==> config.mk <==
export PLATFORM = sky130hd
export DESIGN_NAME = bnvp_host
export DESIGN_NICKNAME = d
export VERILOG_FILES = /design/src/rtl/bnvp_sync.v /design/src/rtl/bnvp_host.v
export VERILOG_INCLUDE_DIRS = /design/src /design/src/rtl
export SDC_FILE = /design/constraint.sdc
export NUM_CORES = 1
export LEC_CHECK = 0
export ABC_AREA = 1
export BUFFER_PORTS_ARGS = -buffer_cell sky130_fd_sc_hd__buf_2
export CAP_MARGIN = 20
export CORE_MARGIN = 2
export CORE_UTILIZATION = 35
export DETAILED_ROUTE_END_ITERATION = 7
export SETUP_SLACK_MARGIN = 0.3
export SLEW_MARGIN = 20
export SYNTH_ARGS = -nofsm -noshare
export SYNTH_HDL_FRONTEND = slang
export SYNTH_SLANG_ARGS = --single-unit
==> constraint.sdc <==
create_clock -name clock -period 1.95 [get_ports clock]
set_input_delay 0.195 -clock clock [delete_from_list [all_inputs] [get_ports clock]]
set_output_delay 0.195 -clock clock [all_outputs]
set_load 0.05 [all_outputs]
==> src/rtl/bnvp_consts.vh <==
// Timing constants for the bytewide nonvolatile RAM host controller.
// Assumes a 10 MHz system clock; counts are derived from ns figures.
`ifndef BNVP_CONSTS_VH
`define BNVP_CONSTS_VH

// Clock period in ns
`define BNVP_CLK_NS          100
// Chip select low time, read access and write select-to-strobe (ns)
`define BNVP_T_CA_NS         70
`define BNVP_T_CE_NS         70
`define BNVP_T_CW_NS         70
// Write strobe pulse width (ns)
`define BNVP_T_WP_NS         40
// Pre-charge and cycle time (ns)
`define BNVP_T_PC_NS         60
`define BNVP_T_RC_NS         130
// Output gate access and release times (ns)
`define BNVP_T_OE_NS         12
`define BNVP_T_HZ_NS         15
// Strobe high to device driving again (ns), least
`define BNVP_T_WX_NS         10
// Power-up wait in ms and ns per ms
`define BNVP_T_PU_MS         10
`define BNVP_NS_PER_MS       1000000

// Least times round up to whole cycles, at least one
`define BNVP_CYC_UP(ns) ((((ns) + `BNVP_CLK_NS - 1) / `BNVP_CLK_NS) < 1 ? 1 : \
  (((ns) + `BNVP_CLK_NS - 1) / `BNVP_CLK_NS))
// Longest times round down, at least one
`define BNVP_CYC_DN(ns) (((ns) / `BNVP_CLK_NS) < 1 ? 1 : ((ns) / `BNVP_CLK_NS))

`define BNVP_CA_CYC  `BNVP_CYC_UP(`BNVP_T_CA_NS)
`define BNVP_CW_CYC  `BNVP_CYC_UP(`BNVP_T_CW_NS)
`define BNVP_WP_CYC  `BNVP_CYC_UP(`BNVP_T_WP_NS)
`define BNVP_PC_CYC  `BNVP_CYC_UP(`BNVP_T_PC_NS)
`define BNVP_RC_CYC  `BNVP_CYC_UP(`BNVP_T_RC_NS)
// Cycles from select fall until read data are valid (access plus gate)
`define BNVP_ACC_CYC `BNVP_CYC_UP(`BNVP_T_CE_NS + `BNVP_T_OE_NS)
// Bus turnaround after the device releases its data lines
`define BNVP_HZ_CYC  `BNVP_CYC_UP(`BNVP_T_HZ_NS)
// Power-up wait in cycles
`define BNVP_PU_CYC  ((`BNVP_T_PU_MS * `BNVP_NS_PER_MS) / `BNVP_CLK_NS)

`endif

==> src/rtl/bnvp_sync.v <==
// Two-flop synchroniser bank for the data pins read back from the RAM.
// Assumes the pins are asynchronous to clock; output is the second flop.
`timescale 1ns/1ps
module bnvp_sync #(
  parameter WIDTH = 8
) (
  input  wire             clock,
  input  wire             rst_n,
  input  wire [WIDTH-1:0] asyncIn,
  output wire [WIDTH-1:0] syncOut
);
  reg [WIDTH-1:0] meta_q;   // First stage, read only by the second
  reg [WIDTH-1:0] stable_q; // Second stage, safe for logic

  // Both stages clear on reset to constants
  always @(posedge clock) begin
    if (!rst_n) begin
      meta_q   <= {WIDTH{1'b0}};
      stable_q <= {WIDTH{1'b0}};
    end else begin
      meta_q   <= asyncIn;
      stable_q <= meta_q;
    end
  end

  assign syncOut = stable_q;
endmodule // bnvp_sync

==> src/rtl/bnvp_host.v <==
// Host controller for a 32K x 8 bytewide nonvolatile RAM port.
// Assumes a 10 MHz clock, request/answer handshake from local logic,
// and a board wire that resolves the data pins from both enables.
// Read data arrive two cycles late, the price of synchronising pins.
`timescale 1ns/1ps
`include "bnvp_consts.vh"

// Operation
// - Hold select low at least 70 ns
// - Select low 70 ns before strobe rises
// - Write strobe low at least 40 ns
// - Wait 10 ms after power before access
module bnvp_host #(
  parameter ADDR_W = 15,
  parameter DATA_W = 8,
  parameter PU_CYC = `BNVP_PU_CYC
) (
  input  wire              clock,
  input  wire              rst_n,
  // Local request side
  input  wire              reqValid,
  input  wire              reqWrite,
  input  wire [ADDR_W-1:0] reqAddr,
  input  wire [DATA_W-1:0] reqData,
  output reg               reqReady,
  output reg               rspValid,
  output reg  [DATA_W-1:0] rspData,
  // RAM pins
  output reg               memSelN,
  output reg               memStrobeN,
  output reg               memGateN,
  output reg  [ADDR_W-1:0] memAddr,
  output reg  [DATA_W-1:0] memDataOut,
  output reg               memDataOe,
  input  wire [DATA_W-1:0] memDataIn
);
  // One-hot states
  localparam [5:0] ST_PWRUP = 6'h01; // Power-up wait
  localparam [5:0] ST_IDLE  = 6'h02; // Standby, ready for a request
  localparam [5:0] ST_RSEL  = 6'h04; // Read with select low
  localparam [5:0] ST_WSEL  = 6'h08; // Write with select and strobe low
  localparam [5:0] ST_WEND  = 6'h10; // Strobe high, select still low
  localparam [5:0] ST_PCHG  = 6'h20; // Pre-charge with select high

  // Phase lengths in cycles; kept at the 32 bits of the macros so that
  // no count is cut, and the counters are widened in phaseDone
  // Select low, least, in any access
  localparam [31:0] CA_CYC  = `BNVP_CA_CYC;
  // Select low before the strobe may rise
  localparam [31:0] CW_CYC  = `BNVP_CW_CYC;
  // Strobe low, least
  localparam [31:0] WP_CYC  = `BNVP_WP_CYC;
  // Select high between accesses, least
  localparam [31:0] PC_CYC  = `BNVP_PC_CYC;
  // Select fall to select fall, least
  localparam [31:0] RC_CYC  = `BNVP_RC_CYC;
  // Device release time before the next access may start
  localparam [31:0] HZ_CYC  = `BNVP_HZ_CYC;
  // Data pins lag two flops, so wait that much longer before sampling
  localparam [31:0] RD_CYC  = `BNVP_ACC_CYC + 32'h00000002;
  // Supply wait; a zero here is taken as one cycle, so the first request waits as it would for a one
  localparam [31:0] PU_LEN  = PU_CYC;

  reg  [5:0]        state_q;   // Current state
  reg  [23:0]       cnt_q;     // Phase counter
  reg  [23:0]       cyc_q;     // Cycles since select fell
  wire [DATA_W-1:0] dataSync;  // Read data after two flops

  bnvp_sync #(
    .WIDTH   (DATA_W)
  ) uSync (
    .clock   (clock),
    .rst_n   (rst_n),
    .asyncIn (memDataIn),
    .syncOut (dataSync)
  );

  // Saturating increment, shared by both counters
  function [23:0] incSat;
    input [23:0] v;
    begin
      incSat = (v == 24'hffffff) ? v : v + 24'h000001;
    end
  endfunction

  // True once a phase counter has covered lim cycles. The count is zero
  // on the first cycle of a phase, so the last one is lim-1; a zero
  // limit is treated as one cycle so that no phase can stall
  function phaseDone;
    input [23:0] cnt;
    input [31:0] lim;
    begin
      if (lim == 32'h00000000) begin
        phaseDone = 1'b1;
      end else begin
        phaseDone = ({8'h00, cnt} >= lim - 32'h00000001);
      end
    end
  endfunction

  // Main sequencer; every pin comes straight from a flop
  // Counters run free and saturate; each phase clears cnt_q as it opens
  always @(posedge clock) begin
    if (!rst_n) begin
      // Select, strobe and gate high keep the RAM in standby, and the
      // host floats its data pins until it owns a write
      state_q    <= ST_PWRUP;
      cnt_q      <= 24'h000000;
      cyc_q      <= 24'h000000;
      reqReady   <= 1'b0;
      rspValid   <= 1'b0;
      rspData    <= {DATA_W{1'b0}};
      memSelN    <= 1'b1;
      memStrobeN <= 1'b1;
      memGateN   <= 1'b1;
      memAddr    <= {ADDR_W{1'b0}};
      memDataOut <= {DATA_W{1'b0}};
      memDataOe  <= 1'b0;
    end else begin
      rspValid <= 1'b0;
      cnt_q    <= incSat(cnt_q);
      cyc_q    <= incSat(cyc_q);
      case (state_q)
        // Hold off every access until the supply wait expires
        ST_PWRUP: begin
          // The count starts as reset lets go; the host cannot see the
          // supply itself, so reset must stay low until it is in range
          if (phaseDone(cnt_q, PU_LEN)) begin
            state_q  <= ST_IDLE;
            reqReady <= 1'b1;
          end
        end
        // Standby; a request lowers select and sets the address on the same edge
        ST_IDLE: begin
          if (reqValid) begin
            reqReady <= 1'b0;
            // Address and select change on one edge; the RAM latches the
            // address as select falls, with no setup time to wait out
            memAddr  <= reqAddr;
            memSelN  <= 1'b0;
            cnt_q    <= 24'h000000;
            cyc_q    <= 24'h000000;
            if (reqWrite) begin
              // Strobe falls with select: device starts the write and
              // floats its pins, so driving now cannot collide
              memStrobeN <= 1'b0;
              memDataOut <= reqData;
              memDataOe  <= 1'b1;
              state_q    <= ST_WSEL;
            end else begin
              // Strobe stays high, so this is a read; gate opens
              memGateN <= 1'b0;
              state_q  <= ST_RSEL;
            end
          end
        end
        // Read: sample once access and gate times plus sync delay pass
        ST_RSEL: begin
          // Both the access wait and the least select time must pass;
          // the first is at least two cycles longer at any clock, so it binds
          if (phaseDone(cnt_q, RD_CYC) &&
              phaseDone(cnt_q, CA_CYC)) begin
            rspData  <= dataSync;
            rspValid <= 1'b1;
            memSelN  <= 1'b1;
            memGateN <= 1'b1;
            cnt_q    <= 24'h000000;
            state_q  <= ST_PCHG;
          end
        end
        // Write: strobe low its pulse width and select low long enough
        ST_WSEL: begin
          // Strobe and select fall together, so the strobe width and the
          // select-to-strobe-rise time run from the same edge
          if (phaseDone(cnt_q, WP_CYC) &&
              phaseDone(cnt_q, CW_CYC) &&
              phaseDone(cnt_q, CA_CYC)) begin
            memStrobeN <= 1'b1;
            cnt_q      <= 24'h000000;
            state_q    <= ST_WEND;
          end
        end
        // Strobe high, data held one more cycle, then select rises
        // Holding data past the strobe rise gives the data hold time
        ST_WEND: begin
          memSelN   <= 1'b1;
          memDataOe <= 1'b0;
          cnt_q     <= 24'h000000;
          state_q   <= ST_PCHG;
        end
        // Pre-charge; the gate never steers the cycle itself
        ST_PCHG: begin
          // The cycle time never binds: select low plus pre-charge
          // cover it at this clock or any other, as 70 plus 60 ns make 130 ns
          if (phaseDone(cnt_q, PC_CYC) &&
              phaseDone(cnt_q, HZ_CYC) &&
              phaseDone(cyc_q, RC_CYC)) begin
            reqReady <= 1'b1;
            state_q  <= ST_IDLE;
          end
        end
        // Unknown code: park the pins in standby and start over
        default: begin
          state_q    <= ST_IDLE;
          memSelN    <= 1'b1;
          memStrobeN <= 1'b1;
          memGateN   <= 1'b1;
          memDataOe  <= 1'b0;
          reqReady   <= 1'b1;
        end
      endcase
    end
  end
endmodule // bnvp_host

==> flow_summary.ini, run 1 <==
[status]
status = finished clean

[die]
fp.dieH_um = 125.1
die_area_mm2 = 0.01565
rows = 44
start_util_pct = 35.59
die_width_um = 125.1
core_mm2 = 0.01442
ios = 72

[detailed_routing]
drc = 0
finalWirelength_um = 13310
ant_nets = 0
wl_per_cell_um = 13.07
vias_per_cell = 4.788
firstDrtPassIters = 5
drt-initial-drc-count = 234
dr_total_vias = 4879

[clock_tree]
ctsHoldBuffers = 0
htreeDepth = 3
cts_buffer_depth = 2
cts_tree = done
cts.clk_slew.worst_paths_ns = 0.08
cts-root-buf = clkbuf_16
clk_latency_ns = 0.35
clkSinkCount = 107
cts_made_buffers = 9

[final_layout]
stdcell_area_mm2 = 0.006654
final_cells = 1019
final_common_cell = nor2_1
drive_above_1_share_pct = 29.94
area_delta_synth_final_pct = 29.61
diodes = 0
final_cell_mix = nor2_1, nand2_1, dfxtp_1
layout.nets = 870

[timing]
timing.final.ws_setup_ns = 0.3548
maxSlewHeadroom_pct = 72.96
rsz0062_at_grt = yes
fmax_mhz = 626.9
setup_viol = 0
min_period_over_period_pct = 81.81
worst_slew_pin_slew_ns = 0.4041
fin_crit_ns = 1.595
hold_violations = 0
slew_viol_final = 0
clock_skew_ns = 0.008958

[job]
maxCapViolations = 0

[worst_setup_path]
worstPathCellList = buf_4, ha_4, nand3_4, inv_4, nand2_2, nor2_4, nand2_2, buf_4, a21oi_2
worstSetupEndpointType = flip-flop
critPathRequiredTime_ns = 2.24
r2r_setup_slack_ns = 0.35
cp_data_arrival_time_ns = 1.88
worst-setup-path-type = reg2reg
cp-start-kind = flip-flop
critPathMaxFanout = 4
max_stage_delay_ns = 0.34
worst_path_max_delay_cell = dfxtp_2

[synth]
synth_cell_type_count = 38
synth_fp_nets = 749
netlist_area_mm2 = 0.005134
yosys_warnings = 0
yosysSeqAreaShare_pct = 41.73
syn_inst = 709
avgSynthCellArea_um2 = 7.241
ys_ff_latch = 107

[power]
power_density_mw_per_mm2 = 961.3
p_leak_nw = 3.070
ir_drop_v = 0.0006218

[global_route]
grt_max_degree = 44
grt_util_all_layers_pct = 16.12
grt_pass1_wl_um = 20870
grt_overflow = 0
antenna_found_initial = 0
grt_pass1_vias = 4350

[placed_design]
dpl.cell_count = 977
place_area_mm2 = 0.005827
pre_cts_slack_ns = -0.008428
dp_hpwl_um = 9118
port_buffers = 71
gp_congestion = 0.8946

[hold_path]
holdCritPathClass = in2reg
==> final timing paths <==
| kind | start | end | depth (start not counted) |
|---|---|---|---|
| max | cnt_q[1] | cnt_q[4] | 9 |
| min reg2reg | uSync.meta_q[1] | uSync.syncOut[1] | 2 |
| min | memDataIn[2] | uSync.meta_q[2] | 3 |
| max reg2reg | cnt_q[1] | cnt_q[4] | 9 |
==> power by group <==
group / total, W / leakage, nW / switching [W] / internal [W]
registers: 0.00251 / 0.874 / 0.000123 / 0.00239
clock network: 0.00180 / 0.148 / 0.000889 / 0.000911
logic: 0.00209 / 2.05 / 0.00135 / 0.000733
total: 0.00640 / 3.07 / 0.00237 / 0.00403
==> registers in the layout, indices dropped and copies added (netlist names), 6 cells and up <==
| name | flops |
|---|---|
| cnt_q | 24 |
| memAddr | 15 |
| uSync.syncOut | 8 |
| state_q | 6 |
| memDataOut | 8 |
| uSync.meta_q | 8 |
| rspData | 8 |
| cyc_q | 24 |
==> per-stage QoR <==
stage                      TNS [ns]  total power, W  utilization (%)  hold WS, ns
after CTS                         0        0.006124            43.23     0.006959
after global routing              0        0.006796            46.13      0.01453
final                             0        0.006397            46.13      0.01987
after detailed placement  -0.008428        0.004188            40.40       0.3805
after global placement            0        0.004185            40.40       0.3771
after floorplan                   0        0.003772                -       0.2926
==> cell usage after synthesis, drive strengths merged <==
| library cell | number | area [µm²] |
|---|---|---|
| ha | 5 | 62.56 |
| buf | 9 | 76.31 |
| a21o | 5 | 37.54 |
| o211ai | 1 | 7.510 |
| inv | 80 | 300.3 |
| nand3 | 41 | 215.2 |
| o22ai | 1 | 6.260 |
| or2 | 1 | 6.260 |
| o21ai | 44 | 231.5 |
| nor3 | 23 | 135.1 |
| nor2 | 169 | 729.5 |
| a31oi | 3 | 18.77 |
| xnor2 | 3 | 26.28 |
| nand2 | 124 | 495.5 |
| a31o | 1 | 8.760 |
| a21oi | 43 | 256.5 |
| nand4 | 16 | 121.4 |
| dfxtp | 107 | 2142 |
| clkbuf | 5 | 18.77 |
| nor3b | 1 | 12.51 |
| and3 | 1 | 6.260 |
| xor2 | 24 | 210.2 |
| clkinv | 2 | 8.750 |
==> cells by family (layout without fill, tap and decap cells) <==
group           count (synthesis)  after routing  share of synthesized area [%]
compound gates                 98            100                          11.04
xor+xnor                       27             27                          4.606
fa+ha+maj                       5              5                          1.219
buf+inv                        96            218                          7.872
flops                         107            107                          41.73
simple gates                  376            378                          33.54
==> critical path, delay by kind of cell, from the launching register on <==
| family | cells | cell delay (ns) |
|---|---|---|
| AND/OR/NAND/NOR | 4 | 0.50 |
| AO/OA/AOI/OAI | 1 | 0.12 |
| adder cells (fa/ha/maj) | 1 | 0.15 |
| flip-flops | 1 | 0.34 |
| buffers and inverters | 3 | 0.42 |
==> routing by layer <==
metal / share of wire, % / GRT usage (%)
met5: 0 / 0
met4: 1.3 / 4.314
met3: 6.6 / 4.579
met2: 44 / 24.74
met1: 48 / 22.33
==> repair_timing <==
action | CTS | global route
gates resized for setup | 16 | 70
pin swaps | 4 | 21
setup buffers | 4 | 17
gates cloned | 1 | 4
setup endpoints to repair | 52 | 80
==> layout make-up <==
type / count / area [µm²]
sequential: 107 / 2156
inverter: 82 / 326.6
multi-input combinational: 510 / 2840
timing repair buffer: 120 / 797.0
clock inverter: 7 / 78.83
tap: 184 / 230.2
clock buffer: 9 / 225.2
fill: 1466 / 7770
Power figures use the tool's default switching activity.
==> run 2, diff against run 1 <==
ABC_AREA = 0   (was 1)
clock period = 1.3 ns   (was 1.95 ns; I/O delays follow)
==> run 2 against run 1 <==
Net effect: the flow now finishes with violations (setup timing); count of clock-buffer cells in the layout did not move; worst hold slack lost 0.014 ns; sequential share of layout area fell by 6.1 points; clock skew decreased by 0.0013 ns; global-route usage increased by 3.4 points.
==> flow_summary.ini, run 2 <==
[detailed_routing]
wl_per_cell_um = 15.83
finalWirelength_um = 15180
drc = 0
firstDrtPassIters = 5
ant_nets = 0
vias_per_cell = 5.150
dr_total_vias = 4939
drt-initial-drc-count = 256

[final_layout]
stdcell_area_mm2 = 0.008452
reg_top3 = cnt_q (24), cyc_q (24), memAddr (15)
ff_latch_area_mm2 = 0.002222
final_common_cell = buf_4
final_cell_mix = buf_4, dfxtp_1, dfxtp_2
drive_above_1_share_pct = 58.11
diodes = 0
fill_cells = 948
layout.nets = 818
post-route-util_pct = 63.57
area_delta_synth_final_pct = 76.23
multi_input_area_mm2 = 0.003373

[worst_setup_path]
worst_path_max_delay_cell = or4_4
critPathMaxFanout = 6
worstPathCellList = inv_4, ha_4, nor4_2, nand3_1, or4_4, and4_1, a211o_1
worst-setup-path-type = reg2reg
critPathRequiredTime_ns = 1.55
cp_data_arrival_time_ns = 2.17
r2r_setup_slack_ns = -0.63
cp-start-kind = flip-flop
rr_worst_depth = 7
max_stage_delay_ns = 0.51
worstSetupEndpointType = flip-flop

[global_route]
grt_overflow = 0
grt_pass1_wl_um = 22980
grt_max_degree = 34
antenna_found_initial = 0
grt_util_all_layers_pct = 19.55
grt_pass1_vias = 4746

[timing]
maxSlewHeadroom_pct = 73.47
hold_violations = 0
hold_slack_ns = 0.005875
worst_slew_pin_slew_ns = 0.3980
min_period_over_period_pct = 148.2
tns_ns = -38.87
rsz0062_at_grt = yes
setup_viol = 91
slew_viol_final = 0
fmax_mhz = 519.0
timing.final.ws_setup_ns = -0.6268
clock_skew_ns = 0.007677
fin_crit_ns = 1.927

[power]
power_density_mw_per_mm2 = 883.5
p_leak_nw = 3.410
ir_drop_v = 0.0006337

[synth]
synthArstFlopShare_pct = 0
yosys_warnings = 0
syn_inst = 548
netlist_area_mm2 = 0.004796
synth_commonest_cells = dfxtp_1, nor2_1, nand2_1, a21oi_1, xnor2_1
synth_top_area_cell = dfxtp_1
yosysMostFrequentCell = dfxtp_1
synth_fp_nets = 588
avgSynthCellArea_um2 = 8.752
synth-edff-count = 0
yosysSeqAreaShare_pct = 44.66
synthTopCellsByArea = dfxtp_1, nor2_1, xnor2_1
yosysTopAreaCellShare_pct = 44.66
synth_ff_type = dfxtp_1
ys_ff_latch = 107
synth_cell_type_count = 51

[hold_path]
hold_depth = 2
holdCritPathClass = in2reg

[clock_tree]
clk_latency_ns = 0.36
clkSinkCount = 107
cts_made_buffers = 9
htreeDepth = 3
cts_buffer_depth = 2
cts.clk_slew.worst_paths_ns = 0.08
cts-root-buf = clkbuf_16
cts_tree = done

[placed_design]
gp_congestion = 0.8550
place_area_mm2 = 0.006340
dp_hpwl_um = 8934
port_buffers = 71
pre_cts_slack_ns = -0.7319

[die]
rows = 42
core_mm2 = 0.01330
die_area_mm2 = 0.01465
start_util_pct = 36.07
die_width_um = 121.1
fp.dieH_um = 121.1
ios = 72

[status]
status = complete, but fails checks
violations = setup timing

[job]
maxCapViolations = 0
[run 2: changes by cell type after synthesis, moves of 12 or more]
cell      before  now
clkbuf_1       5   22
o21ai_0       43    8
and4_1         0   15
mux2i_1        0   16
inv_1         74    5
nand2_1      118   55
and2_1         0   22
nand3_1       39   24
nor2_2        14    1
nor2_1       147   69
xnor2_1        3   29
nor4_1         0   12
[run 2: final cells by class]
type	instances	share of cell area, %
sequential	107	26.29
timing repair buffer	248	27.37
multi-input combinational	406	39.91
clock buffer	9	2.665
tap	176	2.605
clock inverter	7	0.8586
inverter	6	0.2961
[run 2: logic make-up (layout without fill, tap and decap cells)]
logic type               count (synthesis)  in the layout  share of synthesized area, %
buffers and inverters                   39            270                         3.731
AND/OR/NAND/NOR                        262            263                         29.22
AO/OA/AOI/OAI                           77             80                         10.07
flip-flops                             107            107                         44.66
multiplexers                            16             16                         3.339
adder cells (fa/ha/maj)                  5              5                         1.304
XOR/XNOR                                42             42                         7.670
[run 2: report_power, final]
group / total (W) / switching [W] / internal (W)
sequential: 0.00345 / 0.0000818 / 0.00337
clock: 0.00274 / 0.00138 / 0.00136
combinational: 0.00127 / 0.000635 / 0.000637
total: 0.00747 / 0.00210 / 0.00537
[run 2: worst paths after layout]
| check | start | endpoint |
|---|---|---|
| min reg2reg | uSync.meta_q[2] | uSync.syncOut[2] |
| min | memDataIn[4] | uSync.meta_q[4] |
| max | cnt_q[0] | memGateN |
| max reg2reg | cnt_q[0] | memGateN |
[run 2: per-layer routing]
layer	vias up	track usage, %	routed length (µm)	part of all wire [%]
met5	-	0	0	0
met3	23	3.195	521	3.4
met1	2390	24.98	6735	44
met4	0	6.831	266	1.8
met2	122	33.25	7657	50
li1	2404	-	-	-
[run 2: what timing repair did]
item / CTS / global route
cloned: 8 / 3
buffers inserted: 26 / 23
endpoints found under the hold margin: 8 / 1
setup endpoints to repair: 128 / 123
pin swaps: 60 / 38
gates resized for setup: 212 / 124
hold buffers: 8 / 1
[run 2: stage by stage]
stage	instances	total power, W
2_1_floorplan	548	0.004034
3_3_place_gp	874	0.004304
3_5_place_dp	874	0.004324
4_1_cts	932	0.007330
5_1_grt	959	0.007747
6_report	959	0.007468
[run 2: worst max-delay path, delay by kind of cell, from the launching register on]
family                   cells  cell delay, ns
buffers and inverters        1            0.04
AND/OR/NAND/NOR              4            1.04
flip-flops                   1            0.38
AO/OA/AOI/OAI                1            0.22
adder cells (fa/ha/maj)      1            0.15
